==> src/inc/csg_defines.svh <==
`ifndef CSG_DEFINES_SVH
`define CSG_DEFINES_SVH
`define CSG_ADDR_W 4
`define CSG_OFF_CTRL 4'h0
`define CSG_OFF_STAT 4'h4
`define CSG_OFF_MASK 4'h8
`define CSG_CTRL_RESET 32'h01000000
`define CSG_BIT_OUTPUT_ENABLE_SYNC 31
`define CSG_BIT_STEER_HI 29
`define CSG_BIT_STEER_LO 24
`define CSG_BIT_GATE_HI 23
`define CSG_BIT_GATE_LO 22
`define CSG_BIT_AUX_HI 20
`define CSG_BIT_AUX_LO 19
`define CSG_BIT_SRC_HI 18
`define CSG_BIT_SRC_LO 16
`define CSG_BIT_RESTART 15
`define CSG_BIT_SDGM 14
`define CSG_BIT_SWSD 12
`define CSG_CTRL_MASK_MULTI 32'hbfdfd0ff
`define CSG_CTRL_MASK_SINGLE 32'h81dfd0ff
`define CSG_STAT_W 3
`define CSG_ST_SHUTDOWN 0
`define CSG_ST_CAPTURE 1
`define CSG_ST_DISABLE 2
`endif

==> src/inc/csg_pkg.sv <==
package csg_pkg;
  typedef enum logic [1:0] {
    GATE_LEVEL = 2'h0,
    GATE_RISE_ENABLE = 2'h1,
    GATE_FALL_DISABLE = 2'h2,
    GATE_RESERVED = 2'h3
  } csg_gate_t;
  typedef enum logic [1:0] {
    AUX_OFF = 2'h0,
    AUX_ROLLOVER = 2'h1,
    AUX_MODE = 2'h2,
    AUX_EVENT = 2'h3
  } csg_aux_t;
endpackage

==> src/hdl/csg_ctrl2.sv <==
`timescale 1ns/1ps
`default_nettype none
`include "csg_defines.svh"

//////////////////////////////////////////////////////////////////////////////
// Operation
// RULE1: With sync bit set, steering changes apply only at rollover or reset.
// RULE2: Each set steering bit lets the unit drive its pin; clear releases it.
// RULE3: Steering bits for outputs B to F exist only in multi-output variant.
// RULE4: Gate mode 10: falling gate edge sets the capture-disable flag.
// RULE5: Gate mode 01: rising gate edge clears the capture-disable flag.
// RULE6: Gate mode 00: high gate level permits capture, low blocks; 11 reserved.
// RULE7: Aux select: off, rollover, mode signal, or capture/compare event.
// RULE8: Capture source picks pin, comparator 1/2 or logic cell 1/2.
// RULE9: Auto-restart clears shutdown flag at next period start after shutdown.
// RULE10: Without auto-restart software clears the shutdown flag; unit holds it.
// RULE11: Unimplemented bits read zero and ignore writes.
// RULE12: Shutdown gate mode, software shutdown, source enables stored, passed on.
module csg_ctrl2 #(
  parameter bit MULTI = 1'b1,
  parameter int OUTS = 6
) (
  input wire logic clock,
  input wire logic rstn,
  input wire logic [`CSG_ADDR_W-1:0] addr,
  input wire logic [31:0] wdata,
  input wire logic wr,
  input wire logic rd,
  output logic [31:0] rdata,
  output logic irq,
  input wire logic period_start,
  input wire logic capture_event,
  input wire logic compare_event,
  input wire logic timer_mode,
  input wire logic mode_signal,
  input wire logic shutdown_active,
  input wire logic gate_in,
  input wire logic capture_input_pin,
  input wire logic cmp1_out,
  input wire logic cmp2_out,
  input wire logic logic_cell_one,
  input wire logic logic_cell_two,
  input wire logic [OUTS-1:0] pwm_out,
  output logic [OUTS-1:0] compare_output_pin,
  output logic [OUTS-1:0] compare_output_oe,
  output logic capture_out,
  output logic capture_allowed,
  output logic aux_out,
  output logic shutdown_event_flag,
  output logic shutdown_gate_mode,
  output logic software_shutdown,
  output logic [7:0] shutdown_source_enables
);

  // Refused at elaboration, because the steering field has exactly six bits.
  if (OUTS != 6) begin : g_outs_check
    $error("csg_ctrl2 serves exactly six outputs");
  end

  //////////////////////////////////////////////////////////////////////////////
  // Input synchronisers.
  logic [1:0] gate_s1_r, gate_s1_nxt;
  logic [1:0] gate_s2_r, gate_s2_nxt;
  logic [4:0] src_s1_r, src_s1_nxt;
  logic [4:0] src_s2_r, src_s2_nxt;
  logic gate_d_r, gate_d_nxt;

  // Pins from other domains pass two flops so a metastable level never reaches
  // the gate edge detector, at the cost of two cycles of latency.
  always_comb begin
    gate_s1_nxt = {gate_in, 1'b0};
    gate_s2_nxt = gate_s1_r;
    src_s1_nxt = {logic_cell_two, logic_cell_one, cmp2_out, cmp1_out, capture_input_pin};
    src_s2_nxt = src_s1_r;
    gate_d_nxt = gate_s2_r[1];
  end

  always_ff @(posedge clock or negedge rstn) begin
    if (!rstn) begin
      gate_s1_r <= 2'h0;
      gate_s2_r <= 2'h0;
      src_s1_r <= 5'h00;
      src_s2_r <= 5'h00;
      gate_d_r <= 1'b0;
    end else begin
      gate_s1_r <= gate_s1_nxt;
      gate_s2_r <= gate_s2_nxt;
      src_s1_r <= src_s1_nxt;
      src_s2_r <= src_s2_nxt;
      gate_d_r <= gate_d_nxt;
    end
  end

  //////////////////////////////////////////////////////////////////////////////
  // Registers.
  logic [31:0] ctrl_r, ctrl_nxt;
  logic [OUTS-1:0] steer_act_r, steer_act_nxt;
  logic [`CSG_STAT_W-1:0] stat_r, stat_nxt;
  logic [`CSG_STAT_W-1:0] mask_r, mask_nxt;
  logic [31:0] rdata_nxt;
  logic sd_flag_r, sd_flag_nxt;
  logic cap_dis_r, cap_dis_nxt;
  logic [31:0] wmask;
  logic [`CSG_STAT_W-1:0] ev;
  logic gate_rise, gate_fall, sd_set;
  csg_pkg::csg_gate_t gmode;

  assign wmask = MULTI ? `CSG_CTRL_MASK_MULTI : `CSG_CTRL_MASK_SINGLE; // see RULE3
  assign gmode = csg_pkg::csg_gate_t'(ctrl_r[`CSG_BIT_GATE_HI:`CSG_BIT_GATE_LO]);
  assign gate_rise = gate_s2_r[1] & ~gate_d_r;
  assign gate_fall = ~gate_s2_r[1] & gate_d_r;
  assign sd_set = shutdown_active | ctrl_r[`CSG_BIT_SWSD];

  always_comb begin
    ctrl_nxt = ctrl_r;
    if (wr && addr == `CSG_OFF_CTRL) begin
      ctrl_nxt = wdata & wmask; // see RULE11
    end
    // The active copy is what drives the pins; the control field only requests.
    // Holding it until rollover avoids a runt pulse in the middle of a period.
    steer_act_nxt = steer_act_r;
    if (!ctrl_r[`CSG_BIT_OUTPUT_ENABLE_SYNC] || period_start) begin
      steer_act_nxt = ctrl_r[`CSG_BIT_STEER_HI:`CSG_BIT_STEER_LO]; // see RULE1
    end
    cap_dis_nxt = cap_dis_r;
    unique case (gmode)
      csg_pkg::GATE_LEVEL: cap_dis_nxt = ~gate_s2_r[1]; // see RULE6
      csg_pkg::GATE_RISE_ENABLE: if (gate_rise) cap_dis_nxt = 1'b0; // see RULE5
      csg_pkg::GATE_FALL_DISABLE: if (gate_fall) cap_dis_nxt = 1'b1; // see RULE4
      csg_pkg::GATE_RESERVED: cap_dis_nxt = cap_dis_r;
    endcase
    // Software clear loses to a live shutdown so the event is never dropped.
    sd_flag_nxt = sd_flag_r;
    if (wr && addr == `CSG_OFF_STAT && wdata[`CSG_ST_SHUTDOWN]) begin
      sd_flag_nxt = 1'b0; // see RULE10
    end
    if (ctrl_r[`CSG_BIT_RESTART] && period_start && !sd_set) begin
      sd_flag_nxt = 1'b0; // see RULE9
    end
    if (sd_set) begin
      sd_flag_nxt = 1'b1;
    end
    ev = {cap_dis_nxt & ~cap_dis_r, capture_out & capture_allowed, sd_set & ~sd_flag_r};
    stat_nxt = stat_r;
    if (wr && addr == `CSG_OFF_STAT) begin
      stat_nxt = stat_r & ~wdata[`CSG_STAT_W-1:0];
    end
    stat_nxt = stat_nxt | ev;
    mask_nxt = mask_r;
    if (wr && addr == `CSG_OFF_MASK) begin
      mask_nxt = wdata[`CSG_STAT_W-1:0];
    end
    rdata_nxt = 32'h00000000;
    if (rd) begin
      unique case (addr)
        `CSG_OFF_CTRL: rdata_nxt = ctrl_r;
        `CSG_OFF_STAT: rdata_nxt = {29'h0, stat_r};
        `CSG_OFF_MASK: rdata_nxt = {29'h0, mask_r};
        default: rdata_nxt = 32'h00000000;
      endcase
    end
  end

  always_ff @(posedge clock or negedge rstn) begin
    if (!rstn) begin
      ctrl_r <= `CSG_CTRL_RESET;
      steer_act_r <= 6'h01;
      stat_r <= 3'h0;
      mask_r <= 3'h0;
      rdata <= 32'h00000000;
      sd_flag_r <= 1'b0;
      // Captures stay blocked after reset until the gate permits them.
      cap_dis_r <= 1'b1;
    end else begin
      ctrl_r <= ctrl_nxt;
      steer_act_r <= steer_act_nxt;
      stat_r <= stat_nxt;
      mask_r <= mask_nxt;
      rdata <= rdata_nxt;
      sd_flag_r <= sd_flag_nxt;
      cap_dis_r <= cap_dis_nxt;
    end
  end

  //////////////////////////////////////////////////////////////////////////////
  // Outputs.
  always_comb begin
    unique case (ctrl_r[`CSG_BIT_SRC_HI:`CSG_BIT_SRC_LO]) // see RULE8
      3'h0: capture_out = src_s2_r[0];
      3'h1: capture_out = src_s2_r[1];
      3'h2: capture_out = src_s2_r[2];
      3'h4: capture_out = src_s2_r[3];
      3'h5: capture_out = src_s2_r[4];
      default: capture_out = 1'b0;
    endcase
    unique case (csg_pkg::csg_aux_t'(ctrl_r[`CSG_BIT_AUX_HI:`CSG_BIT_AUX_LO])) // see RULE7
      csg_pkg::AUX_OFF: aux_out = 1'b0;
      csg_pkg::AUX_ROLLOVER: aux_out = period_start;
      csg_pkg::AUX_MODE: aux_out = mode_signal;
      csg_pkg::AUX_EVENT: aux_out = ~timer_mode & (capture_event | compare_event);
    endcase
  end

  // Pins are driven while steered; during shutdown they stay enabled but are driven low.
  assign compare_output_oe = steer_act_r; // see RULE2
  assign compare_output_pin = steer_act_r & (sd_flag_r ? {OUTS{1'b0}} : pwm_out);
  assign capture_allowed = ~cap_dis_r;
  assign shutdown_event_flag = sd_flag_r;
  assign shutdown_gate_mode = ctrl_r[`CSG_BIT_SDGM]; // see RULE12
  assign software_shutdown = ctrl_r[`CSG_BIT_SWSD];
  assign shutdown_source_enables = ctrl_r[7:0];
  assign irq = |(stat_r & mask_r);

  //////////////////////////////////////////////////////////////////////////////
  // Checks.
  sync_hold_a: assert property (@(posedge clock) disable iff (!rstn)
    ctrl_r[`CSG_BIT_OUTPUT_ENABLE_SYNC] && !period_start |=> $stable(steer_act_r)) // see RULE1
    else $error("steering changed without rollover");
  steer_imm_a: assert property (@(posedge clock) disable iff (!rstn)
    !ctrl_r[`CSG_BIT_OUTPUT_ENABLE_SYNC] |=> steer_act_r == $past(ctrl_r[29:24])) // see RULE2
    else $error("steering not applied immediately");
  single_var_a: assert property (@(posedge clock) disable iff (!rstn)
    !MULTI |-> ctrl_r[29:25] == 5'h00) // see RULE3
    else $error("single variant holds upper steering bits");
  fall_dis_a: assert property (@(posedge clock) disable iff (!rstn)
    gmode == csg_pkg::GATE_FALL_DISABLE && gate_fall |=> cap_dis_r) // see RULE4
    else $error("falling gate did not disable capture");
  rise_en_a: assert property (@(posedge clock) disable iff (!rstn)
    gmode == csg_pkg::GATE_RISE_ENABLE && gate_rise |=> !cap_dis_r) // see RULE5
    else $error("rising gate did not enable capture");
  level_gate_a: assert property (@(posedge clock) disable iff (!rstn)
    gmode == csg_pkg::GATE_LEVEL |=> cap_dis_r == !$past(gate_s2_r[1])) // see RULE6
    else $error("level gate mismatch");
  restart_clr_a: assert property (@(posedge clock) disable iff (!rstn)
    ctrl_r[15] && period_start && !sd_set |=> !sd_flag_r) // see RULE9
    else $error("auto restart did not clear shutdown flag");
  flag_hold_a: assert property (@(posedge clock) disable iff (!rstn)
    sd_flag_r && !ctrl_r[15] && !(wr && addr == `CSG_OFF_STAT) |=> sd_flag_r) // see RULE10
    else $error("shutdown flag dropped without software");
  zero_bits_a: assert property (@(posedge clock) disable iff (!rstn)
    ctrl_r[30] == 1'b0 && ctrl_r[21] == 1'b0 && ctrl_r[11:8] == 4'h0) // see RULE11
    else $error("unimplemented bit set");
  sd_pass_a: assert property (@(posedge clock) disable iff (!rstn)
    wr && addr == `CSG_OFF_CTRL |=> shutdown_source_enables == $past(wdata[7:0])) // see RULE12
    else $error("shutdown sources not passed");
  // A stray drive on a released pin would fight whatever else owns the pin.
  pin_release_a: assert property (@(posedge clock) disable iff (!rstn) // see RULE2
    (compare_output_pin & ~compare_output_oe) == '0)
    else $error("released pin still driven");
  pin_shut_a: assert property (@(posedge clock) disable iff (!rstn) // see RULE10
    sd_flag_r |-> compare_output_pin == '0)
    else $error("pin active during shutdown");
  sd_set_a: assert property (@(posedge clock) disable iff (!rstn) // see RULE9
    sd_set |=> sd_flag_r)
    else $error("shutdown did not set flag");
  steer_sync_a: assert property (@(posedge clock) disable iff (!rstn) // see RULE1
    ctrl_r[`CSG_BIT_OUTPUT_ENABLE_SYNC] && period_start |=> steer_act_r == $past(ctrl_r[29:24]))
    else $error("steering not applied at rollover");
  single_oe_a: assert property (@(posedge clock) disable iff (!rstn) // see RULE3
    !MULTI |-> steer_act_r[OUTS-1:1] == '0)
    else $error("single variant steers upper outputs");
  rsv_hold_a: assert property (@(posedge clock) disable iff (!rstn) // see RULE6
    gmode == csg_pkg::GATE_RESERVED |=> $stable(cap_dis_r))
    else $error("reserved gate mode changed flag");
  aux_off_a: assert property (@(posedge clock) disable iff (!rstn) // see RULE7
    ctrl_r[20:19] == 2'h0 |-> !aux_out)
    else $error("aux active while disabled");
  aux_roll_a: assert property (@(posedge clock) disable iff (!rstn) // see RULE7
    ctrl_r[20:19] == 2'h1 |-> aux_out == period_start)
    else $error("aux not rollover");
  aux_timer_a: assert property (@(posedge clock) disable iff (!rstn) // see RULE7
    ctrl_r[20:19] == 2'h3 && timer_mode |-> !aux_out)
    else $error("aux event in timer mode");
  src_rsv_a: assert property (@(posedge clock) disable iff (!rstn) // see RULE8
    ctrl_r[18:16] inside {3'h3, 3'h6, 3'h7} |-> !capture_out)
    else $error("reserved source passes capture");
  src_pin_a: assert property (@(posedge clock) disable iff (!rstn) // see RULE8
    ctrl_r[18:16] == 3'h0 |-> capture_out == src_s2_r[0])
    else $error("capture pin not selected");
  rd_idle_a: assert property (@(posedge clock) disable iff (!rstn) // see RULE11
    !rd |=> rdata == 32'h00000000)
    else $error("read data without read");
  unmapped_a: assert property (@(posedge clock) disable iff (!rstn) // see RULE11
    rd && !(addr inside {`CSG_OFF_CTRL, `CSG_OFF_STAT, `CSG_OFF_MASK}) |=> rdata == 32'h0)
    else $error("unmapped read not zero");
  gap_bit_a: assert property (@(posedge clock) disable iff (!rstn) // see RULE11
    ctrl_r[13] == 1'b0)
    else $error("unimplemented bit set");
  cap_stat_a: assert property (@(posedge clock) disable iff (!rstn)
    capture_out && capture_allowed |=> stat_r[`CSG_ST_CAPTURE])
    else $error("capture not recorded");
  mask_irq_a: assert property (@(posedge clock) disable iff (!rstn)
    (stat_r & mask_r) != '0 |-> irq)
    else $error("unmasked event without interrupt");
  stat_clear_a: assert property (@(posedge clock) disable iff (!rstn)
    wr && addr == `CSG_OFF_STAT && wdata[0] && !sd_set |=> !stat_r[`CSG_ST_SHUTDOWN])
    else $error("status bit not cleared");

endmodule
`default_nettype wire

==> config.mk <==
export PLATFORM = sky130hd
export DESIGN_NAME = csg_ctrl2
export DESIGN_NICKNAME = d
export VERILOG_FILES = /design/src/inc/csg_pkg.sv /design/src/hdl/csg_ctrl2.sv
export VERILOG_INCLUDE_DIRS = /design/src /design/src/inc
export SDC_FILE = /design/constraint.sdc
export NUM_CORES = 1
export LEC_CHECK = 0
export ABC_CLOCK_PERIOD_IN_PS = 2950
export BUFFER_PORTS_ARGS = -buffer_cell sky130_fd_sc_hd__buf_4
export CAP_MARGIN = 25
export CORE_MARGIN = 3
export CORE_UTILIZATION = 34
export DETAILED_ROUTE_END_ITERATION = 12
export PLACE_DENSITY = 0.62
export SLEW_MARGIN = 20
export SYNTH_ARGS = -nofsm -noshare
export SYNTH_HDL_FRONTEND = slang
export SYNTH_SLANG_ARGS = --single-unit
==> constraint.sdc <==
create_clock -name clock -period 2.95 [get_ports clock]
set_input_delay 0.59 -clock clock [delete_from_list [all_inputs] [get_ports clock]]
set_output_delay 0.59 -clock clock [all_outputs]
set_load 0.02 [all_outputs]
==> results.cfg <==
[timing]
fin_tns_setup_ps = 0
tightest_slew_ps = 578
holdWs_ps = 202
period_needed_ps = 2020
slew_violations = 0
clock_skew_ps = 6.59
timing.final.ws_setup_ps = 928
maxSlewHeadroom_pct = 61.4
rsz0062_at_grt = false
fmax_mhz = 495
hold_viol = 0
setup_viol = 0
finalCritPeriodShare_pct = 68.5

[job]
timing.max_cap.violations = 0

[power_and_ir_drop]
p_clk_share_pct = 28.6
p_switching_mw = 0.763
irDropWorstVdd_mv = 0.285
p_leak_nw = 2.10
power_frac_comb_pct = 21.7
cellPowerDensity_mw_per_mm2 = 659
fin_total_pwr_mw = 2.69
swShare_pct = 28.4
p_seq_share_pct = 49.7
internal-power_mw = 1.92

[yosys]
ys_types = 37
yosysMostFrequentCell = dfrtp_1
async_reset_ff_share_pct = 100
syn_inst = 219
syn_area_mm2 = 0.00310
yosys_warnings = 0
synth_flop_cell = dfrtp_1
yosys.area.top_type = dfrtp_1
avgSynthCellArea_um2 = 14.2
synth_edf_count = 0
yosysTopAreaCellShare_pct = 59.7
seq_area_frac_synth_pct = 62.2
synthTopCellsByCount = dfrtp_1, and2_1, mux2_4
synth_area_leaders = dfrtp_1, mux2_4, mux2_2
ys_ff_latch = 77

[placement]
portBuffers = 102
hpwlAfterDp_um = 4450
pre_cts_ws_ps = 1030
gp_congestion = 0.818

[worst_setup_path]
worstSetupPathType = reg -> out
critical_path.startpoint = ctrl_r[16]$_DFFE_PN0P_
reg2reg_to = compare_output_oe[4]$_DFFE_PN0P_
worst_setup_path_end_kind = primary output
r2r_slack_ps = 1580
critical_path.reg2reg.startpoint = ctrl_r[31]$_DFFE_PN0P_
cp-start-kind = flip-flop
endpoint = capture_out
cp.required_ps = 2360
crit_fanout = 5
critical_path_arrival_ps = 1430
reg2reg_depth = 2

[routing]
dr.pass1.iters = 4
drc = 0
initialDrtViolationCount = 47
drt_wl_total_um = 6400
wl_per_cell_um = 14.9
vias_per_cell = 4.54
ant_nets = 0
dr_total_vias = 1958

[floorplanning]
start_util_pct = 35.2
die_area_mm2 = 0.0103
die-width_um = 102
core_area_mm2 = 0.00881
num_rows = 34
ioPinCount = 117
dieHeight_um = 102

[clocking]
cts.sinks = 77
cts_tree = yes
post_cts_buffers = 0
clk_path_buf_depth = 2
cts_buffers = 9
clkLatencyLatePin_ps = 340
hold_buffers = 0
clk_root_buffer_cell = clkbuf_8
clk_pin_slew_ps = 80
cts-resized-gates = 0
htreeDepth = 3

[global_routing]
grt.overflow.total = 0
grt_start_max_net_pins = 78
grt_pass1_wl_um = 10100
grt_pass1_vias = 1979
grtUsageTotal_pct = 13.2
antenna_found_initial = 0

[outcome]
status = finished clean

[cells_and_area]
fillers = 800
diodes = 0
seqCellArea_mm2 = 0.00193
multi_input_area_mm2 = 0.00101
final_core_util_pct = 46.2
area_growth_pct = 31.3
fin_nets = 376
drive_above_1_share_pct = 50.5

[hold_path]
hp-class = in -> async
==> critical path: stages, from the launching register on <==
cell	delay (ps)
dfrtp_1	440
mux2i_1	150
o21a_1	190
o22ai_1	140
buf_4	170
==> flip-flops by register name, indices dropped and copies added (netlist names) <==
| signal | flops |
|---|---|
| cap_dis_r | 1 |
| compare_output_oe | 6 |
| ctrl_r | 25 |
| gate_d_r | 1 |
| gate_s1_r | 1 |
| gate_s2_r | 1 |
| mask_r | 3 |
| rdata | 25 |
| shutdown_event_flag | 1 |
| src_s1_r | 5 |
| src_s2_r | 5 |
| stat_r | 3 |
==> metal layers <==
metal / GRT usage [%] / wire, µm / up-vias
li1: - / - / 910
met1: 16.8 / 2750 / 967
met2: 20.0 / 3080 / 74
met3: 6.54 / 509 / 7
met4: 3.99 / 65 / 0
met5: 0 / 0 / -
==> logic make-up (layout without fill, tap and decap cells) <==
kind of cell,Yosys count,after routing,share of synthesized area (%)
buf+inv,26,124,6.01
other cells,1,7,0.121
mux,41,41,17.0
simple gates,58,58,10.8
compound gates,16,16,3.79
flops,77,77,62.2
==> layout by cell type, fill, tap and decap left out, types with 4 or more instances in the layout <==
cell,netlist,layout
dfrtp_1,74,74
conb_1,1,7
mux2i_1,7,7
clkbuf_8,0,9
a21oi_1,5,5
inv_1,4,4
nor2_1,9,9
nand2_1,12,12
buf_4,15,103
mux2_4,20,20
and2_1,22,22
mux2_2,14,14
==> how the worst min path moves through the flow <==
stage / end / start / depth (start not counted)
detailed placement: src_s2_r[4]$_DFF_PN0_ / src_s1_r[4]$_DFF_PN0_ / 0
floorplan: compare_output_oe[1]$_DFFE_PN0P_ / rstn / 0
finish: gate_s2_r[1]$_DFF_PN0_ / rstn / 1
global route: compare_output_oe[2]$_DFFE_PN0P_ / rstn / 1
CTS: src_s1_r[1]$_DFF_PN0_ / cmp1_out / 1
global placement: src_s2_r[1]$_DFF_PN0_ / src_s1_r[1]$_DFF_PN0_ / 0
==> power groups by stage <==
stage          clock, mW  sequential [mW]  combinational [mW]
5_1_grt            0.859             1.36               0.630
3_5_place_dp           0             1.36               0.588
6_report           0.769             1.33               0.582
2_1_floorplan          0             1.36               0.351
4_1_cts            0.801             1.34               0.590
3_3_place_gp           0             1.35               0.580
==> layout make-up <==
class | instances | area share [%]
Clock inverter | 6 | 1.57
Multi-Input combinational cell | 122 | 24.7
Clock buffer | 10 | 3.13
Tap cell | 108 | 3.32
Sequential cell | 77 | 47.4
Timing Repair Buffer | 104 | 19.5
Inverter | 4 | 0.369
==> through the flow <==
step,instance area [µm²],instances
2_1_floorplan,3120,225
3_3_place_gp,3860,414
3_5_place_dp,3860,414
4_1_cts,4050,430
5_1_grt,4070,431
6_report,4070,431
(Power assumes the default switching activity.)
